`src/gdp_pkg.sv`:
```
// Shared constants for the dual GPIO port data block
package gdp_pkg;

    // ------------------------------------------------------------
    // Bus and data widths
    // ------------------------------------------------------------
    localparam int unsigned ADDR_W = 12;         // APB byte address width
    localparam int unsigned DATA_W = 32;         // APB data width
    localparam int unsigned PORT_W = 8;          // Pins per bank

    // ------------------------------------------------------------
    // Register indices (byte address is four times the index)
    // ------------------------------------------------------------
    localparam logic [9:0] IDX_BANK_A_DATA = 10'h000;
    localparam logic [9:0] IDX_BANK_B_DATA = 10'h001;
    localparam logic [9:0] IDX_BANK_A_DIR  = 10'h002;
    localparam logic [9:0] IDX_BANK_B_DIR  = 10'h003;
    localparam logic [9:0] IDX_SEG_EN_A    = 10'h004;
    localparam logic [9:0] IDX_SEG_EN_B    = 10'h005;
    localparam logic [9:0] IDX_ALT_CTRL    = 10'h006;

    // ------------------------------------------------------------
    // Reset values
    // ------------------------------------------------------------
    localparam logic [7:0] RST_DATA     = 8'h00;
    localparam logic [7:0] RST_DIR      = 8'h00;
    localparam logic [7:0] RST_SEG_EN   = 8'h00;
    localparam logic [2:0] RST_ALT_CTRL = 3'h0;

    // ------------------------------------------------------------
    // Alternate control fields and bank A pin positions
    // ------------------------------------------------------------
    localparam int unsigned ALT_EXT_IRQ_EN = 0;  // External interrupt on pin 0
    localparam int unsigned ALT_NMI_EN     = 1;  // Nonmaskable input on pin 1
    localparam int unsigned ALT_CLKOUT_EN  = 2;  // Clock output on pin 3
    localparam int unsigned PIN_EXT_IRQ    = 0;
    localparam int unsigned PIN_NMI        = 1;
    localparam int unsigned PIN_CLKOUT     = 3;

    // Synchroniser depth on pin inputs
    localparam int unsigned SYNC_STAGES = 2;

endpackage

```
`src/gdp_pin_mux.sv`:
```
// Per-pin function priority mux for one eight-pin bank
module gdp_pin_mux (
    input  wire logic [7:0] data_reg,     // Stored port data
    input  wire logic [7:0] dir_reg,      // 1 = output
    input  wire logic [7:0] seg_en,       // LCD segment enable
    input  wire logic [7:0] seg_val,      // LCD segment drive level
    input  wire logic [7:0] alt_en,       // Other alternate function active
    input  wire logic [7:0] alt_out,      // Alternate function drives pin
    input  wire logic [7:0] alt_val,      // Alternate drive level
    output logic      [7:0] pin_out_next, // Next pin drive level
    output logic      [7:0] pin_oe_n_next // Next enable, low drives
);

    // ------------------------------------------------------------
    // One priority chain per pin
    // ------------------------------------------------------------
    for (genvar i = 0; i < 8; i++) begin : g_pin
        always_comb begin
            if (seg_en[i]) begin
                // Segment driver wins over everything else
                pin_out_next[i]  = seg_val[i];
                pin_oe_n_next[i] = 1'b0;
            end else if (alt_en[i]) begin
                // Alternate function forces its own direction
                pin_out_next[i]  = alt_val[i];
                pin_oe_n_next[i] = ~alt_out[i];
            end else begin
                // Plain GPIO: drive stored bit when output
                pin_out_next[i]  = data_reg[i];
                pin_oe_n_next[i] = ~dir_reg[i];
            end
        end
    end

endmodule

```
`src/gdp_port.sv`:
```
// Dual eight-pin GPIO port data block with APB register access
//
// Notes on behaviour
// - Output mode drives stored data bit
// - Read: data if direction 1, else pin
// - Enabled LCD segment overrides every function
// - Bank A pin 3 clock out overrides GPIO
// - Bank A pin 1 nonmaskable input overrides GPIO
// - Bank A pin 0 interrupt input overrides GPIO
// - Bank A data: 8 bits, index 0, reset 0
// - Bank B data: 8 bits, index 1, reset 0
// - Data registers accessible at any time
// - Direction 1 is output, 0 is input
// - Read settles within two cycles after direction change; code takes three after a change to input
//
// The APB interface to the registers was left to the implementer.
module gdp_port (
    input  wire logic                      pclk,
    input  wire logic                      presetn,
    input  wire logic                      pclken,
    // APB slave
    input  wire logic                      psel,
    input  wire logic                      penable,
    input  wire logic                      pwrite,
    input  wire logic [gdp_pkg::ADDR_W-1:0] paddr,
    input  wire logic [gdp_pkg::DATA_W-1:0] pwdata,
    input  wire logic [3:0]                pstrb,
    output logic      [gdp_pkg::DATA_W-1:0] prdata,
    output logic                           pready,
    output logic                           pslverr,
    // Bank A pins
    input  wire logic [gdp_pkg::PORT_W-1:0] bank_a_pin_bits_in,
    output logic      [gdp_pkg::PORT_W-1:0] bank_a_pin_bits_out,
    output logic      [gdp_pkg::PORT_W-1:0] bank_a_pin_bits_oe_n,
    // Bank B pins
    input  wire logic [gdp_pkg::PORT_W-1:0] bank_b_pin_bits_in,
    output logic      [gdp_pkg::PORT_W-1:0] bank_b_pin_bits_out,
    output logic      [gdp_pkg::PORT_W-1:0] bank_b_pin_bits_oe_n,
    // LCD segment drive levels from the LCD controller
    input  wire logic [gdp_pkg::PORT_W-1:0] lcd_seg_a,
    input  wire logic [gdp_pkg::PORT_W-1:0] lcd_seg_b,
    // Clock from the wakeup timer, same clock domain
    input  wire logic                      wakeup_timer_clock_out,
    // Interrupt levels toward the core, active low like the pins
    output logic                           nonmaskable_interrupt_input_n,
    output logic                           ext_interrupt_input_n
);
    // Offsets, widths and reset values come from the shared package
    import gdp_pkg::*;

    // ------------------------------------------------------------
    // Declarations
    // ------------------------------------------------------------
    logic [7:0] gpio_bank_a_data_reg;     // Bank A data
    logic [7:0] gpio_bank_b_data_reg;     // Bank B data
    logic [7:0] bank_a_direction_reg;     // Bank A direction
    logic [7:0] bank_b_direction_reg;     // Bank B direction
    logic [7:0] seg_en_a_reg;             // Bank A segment enables
    logic [7:0] seg_en_b_reg;             // Bank B segment enables
    logic [2:0] alt_ctrl_reg;             // Alternate function enables

    logic [7:0] sync_a_s1_reg;            // First synchroniser stage
    logic [7:0] sync_a_s2_reg;            // Settled bank A pin levels
    logic [7:0] sync_b_s1_reg;            // First synchroniser stage
    logic [7:0] sync_b_s2_reg;            // Settled bank B pin levels

    logic [DATA_W-1:0] prdata_reg;        // Registered read data
    logic [DATA_W-1:0] prdata_next;
    logic              pready_reg;        // Registered ready
    logic              pslverr_reg;       // Registered error
    logic              pslverr_next;

    logic [7:0] a_out_reg;                // Bank A pin drive
    logic [7:0] a_oe_n_reg;               // Bank A pin enable
    logic [7:0] b_out_reg;                // Bank B pin drive
    logic [7:0] b_oe_n_reg;               // Bank B pin enable
    logic [7:0] a_out_next;
    logic [7:0] a_oe_n_next;
    logic [7:0] b_out_next;
    logic [7:0] b_oe_n_next;
    logic       nmi_n_reg;                // Nonmaskable level to core
    logic       irq_n_reg;                // External interrupt to core

    logic [7:0] a_alt_en;                 // Bank A alternate active
    logic [7:0] a_alt_out;                // Bank A alternate drives
    logic [7:0] a_alt_val;                // Bank A alternate level
    logic [7:0] a_read_val;               // Bank A read value
    logic [7:0] b_read_val;               // Bank B read value

    logic [9:0] reg_idx;                  // Word index from address
    logic       addr_ok;                  // Address aligned and mapped
    logic       setup_phase;              // Setup cycle of a transfer
    logic       wr_commit;                // Write completes this edge
    logic       lane0;                    // Low byte lane written

    // ------------------------------------------------------------
    // Address decode
    // ------------------------------------------------------------
    // Registers are word spaced, so the index is the address over four.
    assign reg_idx     = paddr[ADDR_W-1:2];
    assign setup_phase = psel & ~penable;
    // Writes land only on the edge that also samples pready high.
    assign wr_commit   = psel & penable & pwrite & pready_reg;
    // Narrow registers live in byte lane 0; other lanes are ignored.
    assign lane0       = pstrb[0];

    // Map check: misaligned or out-of-range words answer with an error
    always_comb begin
        if (paddr[1:0] != 2'h0) begin
            addr_ok = 1'b0;
        end else begin
            unique case (reg_idx)
                IDX_BANK_A_DATA,
                IDX_BANK_B_DATA,
                IDX_BANK_A_DIR,
                IDX_BANK_B_DIR,
                IDX_SEG_EN_A,
                IDX_SEG_EN_B,
                IDX_ALT_CTRL:    addr_ok = 1'b1;
                default:         addr_ok = 1'b0;
            endcase
        end
    end

    // ------------------------------------------------------------
    // Pin input synchronisers
    // ------------------------------------------------------------
    // Pins are asynchronous; only the second stage is ever read.
    always_ff @(posedge pclk or negedge presetn) begin
        if (!presetn) begin
            sync_a_s1_reg <= 8'h00;
            sync_a_s2_reg <= 8'h00;
            sync_b_s1_reg <= 8'h00;
            sync_b_s2_reg <= 8'h00;
        end else if (pclken) begin
            sync_a_s1_reg <= bank_a_pin_bits_in;
            sync_a_s2_reg <= sync_a_s1_reg;
            sync_b_s1_reg <= bank_b_pin_bits_in;
            sync_b_s2_reg <= sync_b_s1_reg;
        end
    end

    // ------------------------------------------------------------
    // Data registers
    // ------------------------------------------------------------
    // No mode gating: software may read and write whenever it likes.
    always_ff @(posedge pclk or negedge presetn) begin
        if (!presetn) begin
            gpio_bank_a_data_reg <= RST_DATA;
            gpio_bank_b_data_reg <= RST_DATA;
        end else if (pclken && wr_commit && lane0 && addr_ok) begin
            // Data is stored even while the pin is an input
            if (reg_idx == IDX_BANK_A_DATA) begin
                gpio_bank_a_data_reg <= pwdata[7:0];
            end
            if (reg_idx == IDX_BANK_B_DATA) begin
                gpio_bank_b_data_reg <= pwdata[7:0];
            end
        end
    end

    // ------------------------------------------------------------
    // Direction registers
    // ------------------------------------------------------------
    always_ff @(posedge pclk or negedge presetn) begin
        if (!presetn) begin
            bank_a_direction_reg <= RST_DIR;
            bank_b_direction_reg <= RST_DIR;
        end else if (pclken && wr_commit && lane0 && addr_ok) begin
            // A set bit makes the pin an output
            if (reg_idx == IDX_BANK_A_DIR) begin
                bank_a_direction_reg <= pwdata[7:0];
            end
            if (reg_idx == IDX_BANK_B_DIR) begin
                bank_b_direction_reg <= pwdata[7:0];
            end
        end
    end

    // ------------------------------------------------------------
    // Function select registers
    // ------------------------------------------------------------
    always_ff @(posedge pclk or negedge presetn) begin
        if (!presetn) begin
            seg_en_a_reg <= RST_SEG_EN;
            seg_en_b_reg <= RST_SEG_EN;
            alt_ctrl_reg <= RST_ALT_CTRL;
        end else if (pclken && wr_commit && lane0 && addr_ok) begin
            // Segment enables per pin
            if (reg_idx == IDX_SEG_EN_A) begin
                seg_en_a_reg <= pwdata[7:0];
            end
            if (reg_idx == IDX_SEG_EN_B) begin
                seg_en_b_reg <= pwdata[7:0];
            end
            // Clock out and interrupt input enables
            if (reg_idx == IDX_ALT_CTRL) begin
                alt_ctrl_reg <= pwdata[2:0];
            end
        end
    end

    // ------------------------------------------------------------
    // Bank A alternate functions
    // ------------------------------------------------------------
    // Only pins 0, 1 and 3 carry a function besides GPIO and LCD.
    // The segment check sits in the mux, so it still wins here.
    always_comb begin
        a_alt_en  = 8'h00;
        a_alt_out = 8'h00;
        a_alt_val = 8'h00;
        // Clock output: forced output with the timer clock
        a_alt_en[PIN_CLKOUT]  = alt_ctrl_reg[ALT_CLKOUT_EN];
        a_alt_out[PIN_CLKOUT] = 1'b1;
        a_alt_val[PIN_CLKOUT] = wakeup_timer_clock_out;
        // Nonmaskable interrupt: forced input
        a_alt_en[PIN_NMI]     = alt_ctrl_reg[ALT_NMI_EN];
        // External interrupt: forced input
        a_alt_en[PIN_EXT_IRQ] = alt_ctrl_reg[ALT_EXT_IRQ_EN];
    end

    // ------------------------------------------------------------
    // Pin function muxes
    // ------------------------------------------------------------
    gdp_pin_mux u_mux_a (
        .data_reg      (gpio_bank_a_data_reg),
        .dir_reg       (bank_a_direction_reg),
        .seg_en        (seg_en_a_reg),
        .seg_val       (lcd_seg_a),
        .alt_en        (a_alt_en),
        .alt_out       (a_alt_out),
        .alt_val       (a_alt_val),
        .pin_out_next  (a_out_next),
        .pin_oe_n_next (a_oe_n_next)
    );

    // Bank B has no function besides GPIO and LCD
    gdp_pin_mux u_mux_b (
        .data_reg      (gpio_bank_b_data_reg),
        .dir_reg       (bank_b_direction_reg),
        .seg_en        (seg_en_b_reg),
        .seg_val       (lcd_seg_b),
        .alt_en        (8'h00),
        .alt_out       (8'h00),
        .alt_val       (8'h00),
        .pin_out_next  (b_out_next),
        .pin_oe_n_next (b_oe_n_next)
    );

    // ------------------------------------------------------------
    // Pin drive flops
    // ------------------------------------------------------------
    // Registering the pins costs one cycle of latency but keeps
    // glitches from the decode off the pads.
    always_ff @(posedge pclk or negedge presetn) begin
        if (!presetn) begin
            a_out_reg  <= 8'h00;
            a_oe_n_reg <= 8'hFF;     // All pins released at reset
            b_out_reg  <= 8'h00;
            b_oe_n_reg <= 8'hFF;
        end else if (pclken) begin
            a_out_reg  <= a_out_next;
            a_oe_n_reg <= a_oe_n_next;
            b_out_reg  <= b_out_next;
            b_oe_n_reg <= b_oe_n_next;
        end
    end

    // ------------------------------------------------------------
    // Interrupt levels to the core
    // ------------------------------------------------------------
    // A segment on the pin disconnects the interrupt path; the
    // output then rests at its inactive high level.
    always_ff @(posedge pclk or negedge presetn) begin
        if (!presetn) begin
            nmi_n_reg <= 1'b1;
            irq_n_reg <= 1'b1;
        end else if (pclken) begin
            if (alt_ctrl_reg[ALT_NMI_EN] && !seg_en_a_reg[PIN_NMI]) begin
                nmi_n_reg <= sync_a_s2_reg[PIN_NMI];
            end else begin
                nmi_n_reg <= 1'b1;
            end
            if (alt_ctrl_reg[ALT_EXT_IRQ_EN] && !seg_en_a_reg[PIN_EXT_IRQ]) begin
                irq_n_reg <= sync_a_s2_reg[PIN_EXT_IRQ];
            end else begin
                irq_n_reg <= 1'b1;
            end
        end
    end

    // ------------------------------------------------------------
    // Read value selection
    // ------------------------------------------------------------
    // Input pins read through the synchroniser, so after a direction
    // change to input the value lags by up to three cycles: the pin drive flop plus the two synchroniser stages.
    for (genvar i = 0; i < PORT_W; i++) begin : g_read
        assign a_read_val[i] = bank_a_direction_reg[i] ?
                               gpio_bank_a_data_reg[i] :
                               sync_a_s2_reg[i];
        assign b_read_val[i] = bank_b_direction_reg[i] ?
                               gpio_bank_b_data_reg[i] :
                               sync_b_s2_reg[i];
    end

    // Read mux; upper bits read as zero
    always_comb begin
        prdata_next = '0;
        unique case (reg_idx)
            IDX_BANK_A_DATA: prdata_next[7:0] = a_read_val;
            IDX_BANK_B_DATA: prdata_next[7:0] = b_read_val;
            IDX_BANK_A_DIR:  prdata_next[7:0] = bank_a_direction_reg;
            IDX_BANK_B_DIR:  prdata_next[7:0] = bank_b_direction_reg;
            IDX_SEG_EN_A:    prdata_next[7:0] = seg_en_a_reg;
            IDX_SEG_EN_B:    prdata_next[7:0] = seg_en_b_reg;
            IDX_ALT_CTRL:    prdata_next[2:0] = alt_ctrl_reg;
            default:         prdata_next = '0;
        endcase
        if (!addr_ok) begin
            prdata_next = '0;
        end
        pslverr_next = ~addr_ok;
    end

    // ------------------------------------------------------------
    // APB answer
    // ------------------------------------------------------------
    // Read data and error are captured in the setup cycle, so the
    // first access cycle already answers: no wait states while pclken is high.
    always_ff @(posedge pclk or negedge presetn) begin
        if (!presetn) begin
            pready_reg <= 1'b0;
        end else if (pclken) begin
            pready_reg <= setup_phase;
        end
    end

    // Answer data, held for the one access cycle
    always_ff @(posedge pclk or negedge presetn) begin
        if (!presetn) begin
            prdata_reg  <= '0;
            pslverr_reg <= 1'b0;
        end else if (pclken) begin
            if (setup_phase) begin
                prdata_reg  <= pwrite ? '0 : prdata_next;
                pslverr_reg <= pslverr_next;
            end else begin
                prdata_reg  <= '0;
                pslverr_reg <= 1'b0;
            end
        end
    end

    // ------------------------------------------------------------
    // Outputs
    // ------------------------------------------------------------
    assign prdata                        = prdata_reg;
    assign pready                        = pready_reg;
    assign pslverr                       = pslverr_reg;
    assign bank_a_pin_bits_out           = a_out_reg;
    assign bank_a_pin_bits_oe_n          = a_oe_n_reg;
    assign bank_b_pin_bits_out           = b_out_reg;
    assign bank_b_pin_bits_oe_n          = b_oe_n_reg;
    assign nonmaskable_interrupt_input_n = nmi_n_reg;
    assign ext_interrupt_input_n         = irq_n_reg;

endmodule

```
`config.mk`:
```
export PLATFORM = sky130hd
export DESIGN_NAME = gdp_port
export DESIGN_NICKNAME = d
export VERILOG_FILES = /design/src/gdp_pkg.sv /design/src/gdp_pin_mux.sv /design/src/gdp_port.sv
export SDC_FILE = /design/constraint.sdc
export NUM_CORES = 1
export LEC_CHECK = 0
export ABC_AREA = 1
export BUFFER_PORTS_ARGS = -buffer_cell sky130_fd_sc_hd__buf_2
export CORE_MARGIN = 8
export CORE_UTILIZATION = 50
export DETAILED_ROUTE_END_ITERATION = 7
export PLACE_DENSITY = 0.75
export SLEW_MARGIN = 20
export SYNTH_ARGS = -nofsm -noshare
export SYNTH_HDL_FRONTEND = slang
export SYNTH_SLANG_ARGS = --single-unit
```
`constraint.sdc`:
```
create_clock -name pclk -period 4.57 [get_ports pclk]
set_clock_uncertainty 0.15 [all_clocks]
set_input_delay 0.2285 -clock pclk [delete_from_list [all_inputs] [get_ports pclk]]
set_output_delay 0.2285 -clock pclk [all_outputs]
set_load 0.05 [all_outputs]
```
-- Yosys cells after proc, flatten, opt, wreduce, memory -nomap -nowiden
Cells that the tools add are included.
- flip-flop bits (word level): 151
- input bits: 87
- multiplexer cells: 64
- reduce and logical (&&, ||, !) cells: 17
- eq/ne operators: 6
- bitwise operators: 22
- operator list (operator ; count):
    32-bit 2-to-1 mux ; 2
    1-bit 2-to-1 mux ; 59
    10-bit by 3-bit == test with 1-bit output (second input constant) ; 3
    5-bit case mux with 6 select lines ; 1
    3-bit case mux with 7 select lines ; 1
    10-bit by 2-bit == test with 1-bit output (second input constant) ; 2
    1-bit inverter ; 18
    2-bit AND reduction ; 7
    10-bit by 1-bit == test with 1-bit output (second input constant) ; 1
    10-bit logical NOT ; 1
    8-bit 2-to-1 mux ; 1
    7-bit OR reduction ; 1
    1-bit logical AND ; 5
    1-bit bitwise AND ; 4
    1-bit logical NOT ; 2
    2-bit nonzero test ; 1

-- Depth between registers and ports, before layout
Gate-level depths: netlist of the first run.
- depth after elaboration: 7
- gate-level depth with buffers: 11
- depth with buffers taken out: 11

-- By module
A second synthesis of the first run with hierarchy kept.
- cells, all modules: 896
- area, all modules: 6797.8 sq um
- modules (own cells, without submodules) (module ; cells an instance ; area an instance (sq um) ; times used):
    gdp_port ; 704 ; 6037.0 ; 1
    gdp_pin_mux ; 96 ; 380.4 ; 2

-- Worst setup path before layout of the first run
OpenSTA, ideal clock, no wires.
- path kind: reg2reg
- start: reg pready_reg (netlist: pready)
- end: reg bank_a_direction_reg[0]
- buffers on the path: 1
- setup time: 0.118 ns
- path slack: 2.654 ns
- arrival time: 1.648 ns
- required time: 4.302 ns
- stages on the path, launching flop included: 7
- cells stage by stage: dfrtp_1 nand4_1 nor3_4 buf_6 nand4_4 nand2_1 nand2_1
- longest elaborated chain between the ends: 5
- ends and longest elaborated chain (what ; RTL line ; RTL):
    start, declared ; gdp_port.sv:69 ; logic pready_reg;
    start signal, assigned ; gdp_port.sv:334 ; pready_reg <= setup_phase;
    1-bit bitwise AND ; gdp_port.sv:103 ; assign wr_commit = psel & penable & pwrite & pready_reg;
    1-bit logical AND (3 in a row) ; gdp_port.sv:169 ; end else if (pclken && wr_commit && lane0 && addr_ok) begin
    2-bit AND reduction (no line) ; - ;
    end signal, assigned ; gdp_port.sv:172 ; bank_a_direction_reg <= pwdata[7:0];
    end, declared ; gdp_port.sv:56 ; logic [7:0] bank_a_direction_reg;
Every way passes these cells.
A chain may end at the register's enable or synchronous reset.

-- Final worst setup path of the first run
- start: in pclken
- end: reg bank_b_direction_reg[6]
- longest elaborated chain between the ends: 4
- ends and longest elaborated chain (what ; RTL line ; RTL):
    start, declared ; gdp_port.sv:20 ; input wire logic pclken,
    1-bit logical AND (3 in a row) ; gdp_port.sv:169 ;
    2-bit AND reduction (no line) ; - ;
    end signal, assigned ; gdp_port.sv:175 ; bank_b_direction_reg <= pwdata[7:0];
    end, declared ; gdp_port.sv:57 ; logic [7:0] bank_b_direction_reg;
Every way passes these cells.

==> out/qor.yml, run 1 <==
detailed_routing:
  drtAntennaViolNets: 0
  drt_first_pass_iters: 6
  dr_wl_met3_um: 1100
  met1_length_um: 7030
  viasPerCell: 4.93
  wl_per_cell_um: 14.6
  routed.top_layer: "met4"
  drc_errors: 0
  drt_wl_total_um: 15400
  num_vias: 5207
  first_iter_violations: 393
  routed-wl-met2_um: 7110
cts:
  cts_made_buffers: 17
  ctsResizeCount: 0
  htreeDepth: 4
  post_cts_buffers: 0
  clockRootBuffer: "clkbuf_16"
  clk_latency_ns: 0.41
  clock-sinks: 127
  clock_path_buffers: 2
  clk_pin_slew_worst_paths_ns: 0.06
  postCtsHoldBufs: 39
  cts_tree: "built"
flow_run:
  maxCapViolCount: 0
logic_synthesis:
  syn_area_um2: 6330
  synth-edff-count: 0
  synthArstFlopShare: 1.00
  ys_seq_area_frac: 0.505
  yosysUniqueCellTypes: 35
  syn_inst: 737
  ys_ff_latch: 127
  ys_warn_count: 0
  avgSynthCellArea_um2: 8.59
  synth_ff_type: "dfrtp_1"
grt:
  grt_pass1_wl_um: 25100
  grt_start_max_net_pins: 89
  overflow: 0
  grt_pass1_vias: 4992
  antenna_found_initial: 0
  track_usage: 0.192
sta:
  fin_tns_setup_ns: 0
  max_freq_mhz: 476
  relSlewSlack: 0.438
  period_needed_ns: 2.10
  fin_hold_ws_ns: 0.0120
  maxSlewViolCount: 0
  post-route-period-util: 0.460
  rsz0062_at_grt: "no"
  hold_violations: 0
  finalSetupViolCount: 0
  worst_slew_pin_slew_ns: 0.843
power:
  power_mw: 2.84
  p_leak_nw: 4.05
  p_per_area_nw_per_um2: 363
  ir_worst_vdd_v: 0.000220
outcome:
  status: "finished clean"
floorplanning:
  die_h_um: 129
  start_util: 0.506
  io_pins: 155
  placementRows: 41
  core_um2: 12500
  die_x_um: 129
  dieArea_um2: 16500
cells_and_area:
  diodes: 0
  layout_common_cells: "263 x nand2_1, 109 x dfrtp_1, 102 x buf_2, 49 x inv_1, 49 x o21ai_0"
  multi_input_area_um2: 2660
  final_common_cell: "nand2_1"
  fill_cells: 1089
  area_delta_synth_final_pct: 23.5
  drive_gt1_frac: 0.229
  ff_latch_area_um2: 3200
  nets: 959
hold_path:
  hp-class: "in2reg"
critical_path:
  cp_data_arrival_time_ns: 2.25
  start_kind: "input port"
  path_class: "in2reg"
  path_max_fanout: 54
  worstPathRequired_ns: 4.72
  endpoint_kind: "register"
placement:
  gp_congestion: 0.890
  portBuffers: 103
  place.detailed.hpwl_um: 11000
==> worst max-delay path: stages <==
cell	delay, ns
buf_2	0.62
inv_2	0.12
nor3_4	0.46
buf_4	0.41
nand4_4	0.22
nand2_1	0.12
nand2_1	0.06
==> through the flow <==
step | utilization | setup slack, ns | instances | cell area, µm²
floorplan | - | 2.65 | 760 | 6420
global placement | 0.545 | 2.09 | 986 | 6830
detailed placement | 0.545 | 2.04 | 986 | 6830
CTS | 0.625 | 2.47 | 1057 | 7820
global route | 0.625 | 2.29 | 1057 | 7820
finish | 0.625 | 2.47 | 1057 | 7820
==> cells in the mapped netlist, types with 5 or more instances <==
master / n / area [µm²]
buf_1: 6 / 22.5
buf_4: 29 / 218
buf_6: 6 / 67.6
clkbuf_1: 8 / 30.0
dfrtp_1: 109 / 2730
dfstp_2: 18 / 473
inv_1: 49 / 184
mux2i_1: 12 / 120
nand2_1: 263 / 987
nand3_1: 48 / 240
nand4_1: 25 / 156
nand4_4: 7 / 149
nor2_1: 27 / 101
nor2_2: 5 / 31.3
nor2_4: 7 / 78.8
o21ai_0: 49 / 245
o21ai_1: 11 / 55.1
o21ai_2: 17 / 149
o31ai_1: 13 / 97.6
==> path summary, 6_finish.rpt <==
check / startpoint / endpoint / slack, ns / cells after the start
setup reg to reg: pready / bank_b_direction_reg[6] / 2.57 / 6
min in group asynchronous: presetn / pready / 0.11 / 2
hold / removal: lcd_seg_b[3] / bank_b_pin_bits_out[3] / 0.01 / 3
max in group asynchronous: presetn / prdata[5] / 3.20 / 3
setup / recovery: pclken / bank_b_direction_reg[6] / 2.47 / 7
hold reg to reg: seg_en_a_reg[2] / bank_a_pin_bits_oe_n[2] / 0.31 / 1
==> kinds of logic (layout without fill, tap and decap cells) <==
group	after synthesis	in the layout	synth area share
AO/OA/AOI/OAI	97	97	0.0950
multiplexers	12	12	0.0190
buffers and inverters	107	232	0.0885
AND/OR/NAND/NOR	393	393	0.292
other	1	24	0.000592
flip-flops	127	127	0.505
==> final cells by class <==
cell class | count | area share
repair buffers | 146 | 0.120
well taps | 172 | 0.0275
inverters | 54 | 0.0259
clock buffers | 19 | 0.0566
multi-input cells | 526 | 0.340
clock inverters | 13 | 0.0208
flip-flops and latches | 127 | 0.409
==> where the power goes <==
part / switching, mW / internal, mW / total [mW]
registers: 0.0169 / 1.17 / 1.19
logic: 0.207 / 0.0771 / 0.284
clock network: 0.498 / 0.872 / 1.37
==> metal layers <==
layer / global-route usage / vias to the layer above
met5: 0 / -
met4: 0.0581 / 0
met3: 0.0484 / 15
met2: 0.297 / 174
met1: 0.262 / 2381
li1: - / 2637
Power figures use the tool's default switching activity.
==> run 2: changes to the inputs <==
--- a/config.mk
+++ b/config.mk
@@ -8,9 +8,9 @@
 export ABC_AREA = 1
 export BUFFER_PORTS_ARGS = -buffer_cell sky130_fd_sc_hd__buf_2
 export CORE_MARGIN = 8
-export CORE_UTILIZATION = 50
+export CORE_UTILIZATION = 49
 export DETAILED_ROUTE_END_ITERATION = 7
-export PLACE_DENSITY = 0.75
+export PLACE_DENSITY = 0.77
 export SLEW_MARGIN = 20
 export SYNTH_ARGS = -nofsm -noshare
 export SYNTH_HDL_FRONTEND = slang
==> constraint.sdc (replaced) <==
create_clock -name pclk -period 1.7 [get_ports pclk]
set_clock_uncertainty 0.15 [all_clocks]
set_input_delay 0.085 -clock pclk [delete_from_list [all_inputs] [get_ports pclk]]
set_output_delay 0.085 -clock pclk [all_outputs]
set_load 0.05 [all_outputs]
==> run 2 against run 1 <==
Compared with the run above:
- sequential power increased to 2.7 times the previous value
- sequential share of layout area fell by 2.0 points
- power grew to 2.7 times the previous value
- critical path depth down 1
- largest cell class unchanged
- largest power group unchanged
==> out/qor.yml, run 2 (synthesis gave the netlist of run 1 again) <==
cts:
  clockRootBuffer: "clkbuf_16"
  clock_path_buffers: 2  # unchanged
  clk_pin_slew_worst_paths_ns: 0.05  # about the same
  cts_tree: "built"
  clk_latency_ns: 0.42  # about the same
  ctsResizeCount: 0  # unchanged
  htreeDepth: 4  # unchanged
  clock-sinks: 127  # unchanged
  cts_made_buffers: 17  # unchanged
critical_path:
  path_class: "reg2reg"
  critical_path.startpoint: "pready"
  worstPathRequired_ns: 1.91  # -2.81 ns
  slowest_stage: "dfrtp_2"
  start_kind: "register"
  path_max_fanout: 24  # -56%
  timing.rr.start: "pready"
  cp_data_arrival_time_ns: 1.81  # -0.44 ns
  crit_chain: "nand4_1 > nor3_4 > buf_12 > buf_4 > nand4_1 > nand2_1"
  slowest_delay_ns: 0.37  # -0.25 ns
  ff2ff_path_depth: 6  # unchanged
  crit_top_cell: "nand4_1"
  endpoint_kind: "register"
cells_and_area:
  final_common_cell: "nand2_1"
  drive_gt1_frac: 0.255  # +0.0252
  layout_common_cells: "258 x nand2_1, 108 x dfrtp_1, 102 x buf_2, 49 x inv_1, 49 x o21ai_0"
  fill_cells: 1077  # -1.1%
  utilization: 0.651  # +0.0265
  nets: 993  # +3.5%
  area_delta_synth_final_pct: 29.8
  finalInstanceArea_um2: 8220  # +5.1%
  diodes: 0  # unchanged
  stdcell_count: 1091  # +3.2%
grt:
  grt_pass1_vias: 5470  # +9.6%
  track_usage: 0.213  # +0.0210
  antenna_found_initial: 0  # unchanged
  grt_pass1_wl_um: 27700  # +10%
  grt_start_max_net_pins: 89  # unchanged
  overflow: 0  # unchanged
power:
  ir_worst_vdd_v: 0.000673  # +210%
  power_mw: 7.73  # +170%
  p_per_area_nw_per_um2: 940  # +160%
  p_leak_nw: 4.25  # +5.0%
sta:
  maxSlewViolCount: 0  # unchanged
  period_needed_ns: 1.60
  post-route-period-util: 0.941
  worst_slack_ns: 0.100  # -2.37 ns
  hold_violations: 0  # unchanged
  rsz0062_at_grt: "no"
  finalSetupViolCount: 0  # unchanged
  fin_hold_ws_ns: 0.114  # +0.102 ns
  max_freq_mhz: 625
  fin_tns_setup_ns: 0  # unchanged
detailed_routing:
  drtAntennaViolNets: 0  # unchanged
  drt_first_pass_iters: 5  # -1
  drc_errors: 0  # unchanged
  num_vias: 5488  # +5.4%
  first_iter_violations: 494  # +26%
  drt_wl_total_um: 17300  # +12%
  wl_per_cell_um: 15.8  # +8.8%
  viasPerCell: 5.03  # +2.1%
floorplanning:
  core_um2: 12600  # +0.82%
  placementRows: 41  # unchanged
  start_util: 0.502  # -0.00411
  dieArea_um2: 16800  # +1.8%
  die_h_um: 130  # +0.89%
  io_pins: 155  # unchanged
  die_x_um: 130  # +0.89%
hold_path:
  hp-class: "in2reg"
  hp-start: "pwrite"
  hold_depth: 5  # +2
outcome:
  status: "finished clean"
placement:
  gp_congestion: 0.856  # -3.8%
  place.detailed.hpwl_um: 11600  # +5.6%
  placed_area_um2: 7080  # +3.7%
  portBuffers: 103  # unchanged
  dp_cells: 1008  # +2.2%
  pre_cts_ws_ns: -0.105  # -2.15 ns
flow_run:
  maxCapViolCount: 0  # unchanged
run 2: per-layer routing:
metal	wire length, µm	global-route usage
met2	8120	0.338
met4	381	0.0854
met5	0	0
met1	7360	0.275
met3	1430	0.0551
run 2: worst max-delay path, delay by kind of cell, from the launching register on:
kind,cells,cell delay (ns)
buffers and inverters,2,0.46
and+or+nand+nor,4,0.55
DFF,1,0.37
run 2: final cells by class:
| type | instances | area (µm²) | area share |
|---|---|---|---|
| clock buffer | 24 | 512 | 0.0623 |
| clock inverter | 8 | 101 | 0.0123 |
| inverter | 54 | 203 | 0.0247 |
| multi-input combinational | 526 | 2670 | 0.325 |
| sequential | 127 | 3200 | 0.389 |
| tap | 172 | 215 | 0.0262 |
| timing repair buffer | 180 | 1320 | 0.160 |
run 2: path summary, 6_finish.rpt:
check	end	slack [ns]
worst max-delay path	gpio_bank_b_data_reg[4]	0.10
worst min-delay path	prdata[5]	0.11
worst max register to register	gpio_bank_b_data_reg[4]	0.10
worst min register to register	bank_a_pin_bits_oe_n[6]	0.31
max in group asynchronous	bank_b_pin_bits_oe_n[4]	0.22
min in group asynchronous	bank_a_pin_bits_out[0]	0.53
run 2: where the power goes:
group	switching (mW)	total, mW	leakage, nW	internal, mW
Sequential	0.0457	3.20	1.66	3.15
Clock	1.32	3.71	0.295	2.39
Combinational	0.572	0.819	2.30	0.247
Total	1.94	7.73	4.25	5.79
run 2: what timing repair did:
| item | 4_1_cts | 5_1_grt |
|---|---|---|
| hold endpoints to repair | 199 | 0 |
| buffers inserted | 0 | 3 |
| setup endpoints to repair | 0 | 17 |
| hold buffers | 48 | 0 |
==> run 3: changes to the inputs <==
==> constraint.sdc (replaced) <==
create_clock -name pclk -period 1.7 [get_ports pclk]
set_clock_uncertainty 0.15 [all_clocks]
set_input_delay 0.34 -clock pclk [delete_from_list [all_inputs] [get_ports pclk]]
set_output_delay 0.34 -clock pclk [all_outputs]
set_load 0.05 [all_outputs]
==> run 3 against run 2 <==
Compared with the run above:
- flip-flop and latch count is the same
- first-iteration DRC count down 23%
- fmax down 2.5%
- routed wire length down 4.5%
- critical path depth is 5 lower
- combinational power down 3.2%
- global-route usage fell by 0.86 points
- sequential power hardly changed
- core utilization down 0.87 points
- die area unchanged
- critical endpoint is now bank_b_pin_bits_oe_n[4]
- largest power group unchanged
==> out/qor.yml, run 3 (synthesis gave the netlist of run 1 again) <==
cts:
  htreeDepth: 4  # unchanged
  clk_pin_slew_worst_paths_ns: 0.05  # about the same
  clock-sinks: 127  # unchanged
  clock_path_buffers: 2  # unchanged
  clockRootBuffer: "clkbuf_16"
  cts_made_buffers: 17  # unchanged
  cts_tree: "built"
  clk_latency_ns: 0.42  # about the same
sta:
  post-route-period-util: 0.965  # +0.0238
  finalSetupViolCount: 0  # unchanged
  hold_violations: 0  # unchanged
  fin_tns_setup_ns: 0  # unchanged
  fin_hold_ws_ns: 0.0294  # -0.0848 ns
  period_needed_ns: 1.64  # +0.0404 ns
  max_freq_mhz: 610  # -2.5%
  maxSlewViolCount: 0  # unchanged
critical_path:
  path_delay_family: "flip-flops"
  start_kind: "register"
  timing.rr.start: "pready"
  cp_data_arrival_time_ns: 1.15  # -0.66 ns
  crit_chain: "buf_4"
  r2r_end: "seg_en_b_reg[3]"
  crit_end: "bank_b_pin_bits_oe_n[4]"
  r2r_slack_ns: 0.11  # about the same
  critical_path.startpoint: "bank_b_pin_bits_oe_n[4]"
  path_max_fanout: 2  # -92%
  ff2ff_path_depth: 7  # +1
  endpoint_kind: "primary output"
  cp.depth: 1  # -5
  slowest_delay_ns: 0.54  # +0.17 ns
  path_class: "reg2out"
  cp_num_buf_inv: 1  # -1
  worstPathRequired_ns: 1.21  # -0.70 ns
  slowest_stage: "dfstp_2"
power:
  p_per_area_nw_per_um2: 923  # -1.8%
  power_mw: 7.49  # -3.1%
  p_leak_nw: 4.25  # about the same
  ir_worst_vdd_v: 0.000523  # -22%
detailed_routing:
  drt_wl_total_um: 16500  # -4.5%
  num_vias: 5382  # -1.9%
  drtAntennaViolNets: 0  # unchanged
  first_iter_violations: 379  # -23%
  viasPerCell: 4.99  # -0.84%
  drt_first_pass_iters: 5  # unchanged
  drc_errors: 0  # unchanged
  wl_per_cell_um: 15.3  # -3.5%
floorplanning:
  start_util: 0.502  # unchanged
  placementRows: 41  # unchanged
  die_x_um: 130  # unchanged
  core_um2: 12600  # unchanged
  io_pins: 155  # unchanged
  die_h_um: 130  # unchanged
  dieArea_um2: 16800  # unchanged
cells_and_area:
  multi_input_area_um2: 2670  # unchanged
  utilization: 0.643  # -0.00872
  fill_cells: 1076  # -0.093%
  drive_gt1_frac: 0.275  # +0.0199
  diodes: 0  # unchanged
  final_common_cell: "nand2_1"
  ff_latch_area_um2: 3200  # unchanged
  area_delta_synth_final_pct: 28.1
  nets: 982  # -1.1%
  layout_common_cells: "258 x nand2_1, 108 x dfrtp_1, 84 x buf_2, 56 x buf_4"
grt:
  track_usage: 0.205  # -0.00859
  antenna_found_initial: 1  # +1
  gr-usage-met2: 0.317  # -0.0211
  grt_start_max_net_pins: 89  # unchanged
  grt_pass1_wl_um: 26700  # -3.6%
  use_met1: 0.270  # -0.00492
  gr-max-usage-layer: "met2"
  overflow: 0  # unchanged
  grt_pass1_vias: 5211  # -4.7%
  globalRouteMet3Util: 0.0575  # +0.00245
flow_run:
  maxCapViolCount: 0  # unchanged
hold_path:
  hp-class: "in2reg"
placement:
  portBuffers: 103  # unchanged
  gp_congestion: 0.878  # +2.5%
  place.detailed.hpwl_um: 11800  # +1.4%
outcome:
  status: "finished clean"
==> run 3: cell types whose count changed in the layout (fill, tap and decap cells not counted), moves of 3 or more <==
cell,previous run,this run
buf_4,22,56
dlygate4sd3_1,48,17
buf_2,102,84
buf_12,8,12
clkbuf_1,1,5
clkbuf_8,6,3
==> run 3: worst min-delay path by stage <==
stage          depth (start not counted)  slack [ns]          from                endpoint
2_1_floorplan                          0       -0.11       presetn         alt_ctrl_reg[0]
3_3_place_gp                           1        0.11       presetn        sync_b_s1_reg[1]
3_5_place_dp                           1        0.11       presetn        sync_b_s1_reg[1]
4_1_cts                                3        0.01  lcd_seg_a[0]  bank_a_pin_bits_out[0]
5_1_grt                                3        0.04  lcd_seg_a[0]  bank_a_pin_bits_out[0]
6_report                               3        0.03  lcd_seg_a[0]  bank_a_pin_bits_out[0]
==> run 3: metal layers <==
metal | vias up | routed length (µm)
li1 | 2679 | -
met1 | 2474 | 7110
met2 | 199 | 7690
met3 | 28 | 1430
met4 | 2 | 263
met5 | - | 9
==> run 3: per-stage QoR <==
step                      setup slack [ns]  std cells  cell area, µm²
after floorplan                    -0.0608        760            6430
after global placement              -0.148       1030            7320
after detailed placement            -0.183       1030            7320
after CTS                           0.0398       1078            8100
after global routing             -0.000333       1079            8110
final                               0.0600       1079            8110
==> run 3: power breakdown <==
group	internal, mW	total (mW)	switching, mW	leakage (nW)
logic	0.234	0.793	0.559	2.32
clock network	2.26	3.49	1.24	0.277
registers	3.15	3.20	0.0475	1.66
==> run 3: final cells by class <==
class | count | share of cell area
clock inverters | 6 | 0.0102
repair buffers | 169 | 0.154
clock buffers | 25 | 0.0599
well taps | 172 | 0.0265
multi-input cells | 526 | 0.329
flip-flops and latches | 127 | 0.395
inverters | 54 | 0.0250
==> run 3: repair_timing <==
item / in CTS / in global routing
endpoints found under the hold margin: 85 / 0
hold buffers: 17 / 0
setup buffers: 0 / 1
setup endpoints to repair: 18 / 2
resized for setup: 18 / 0
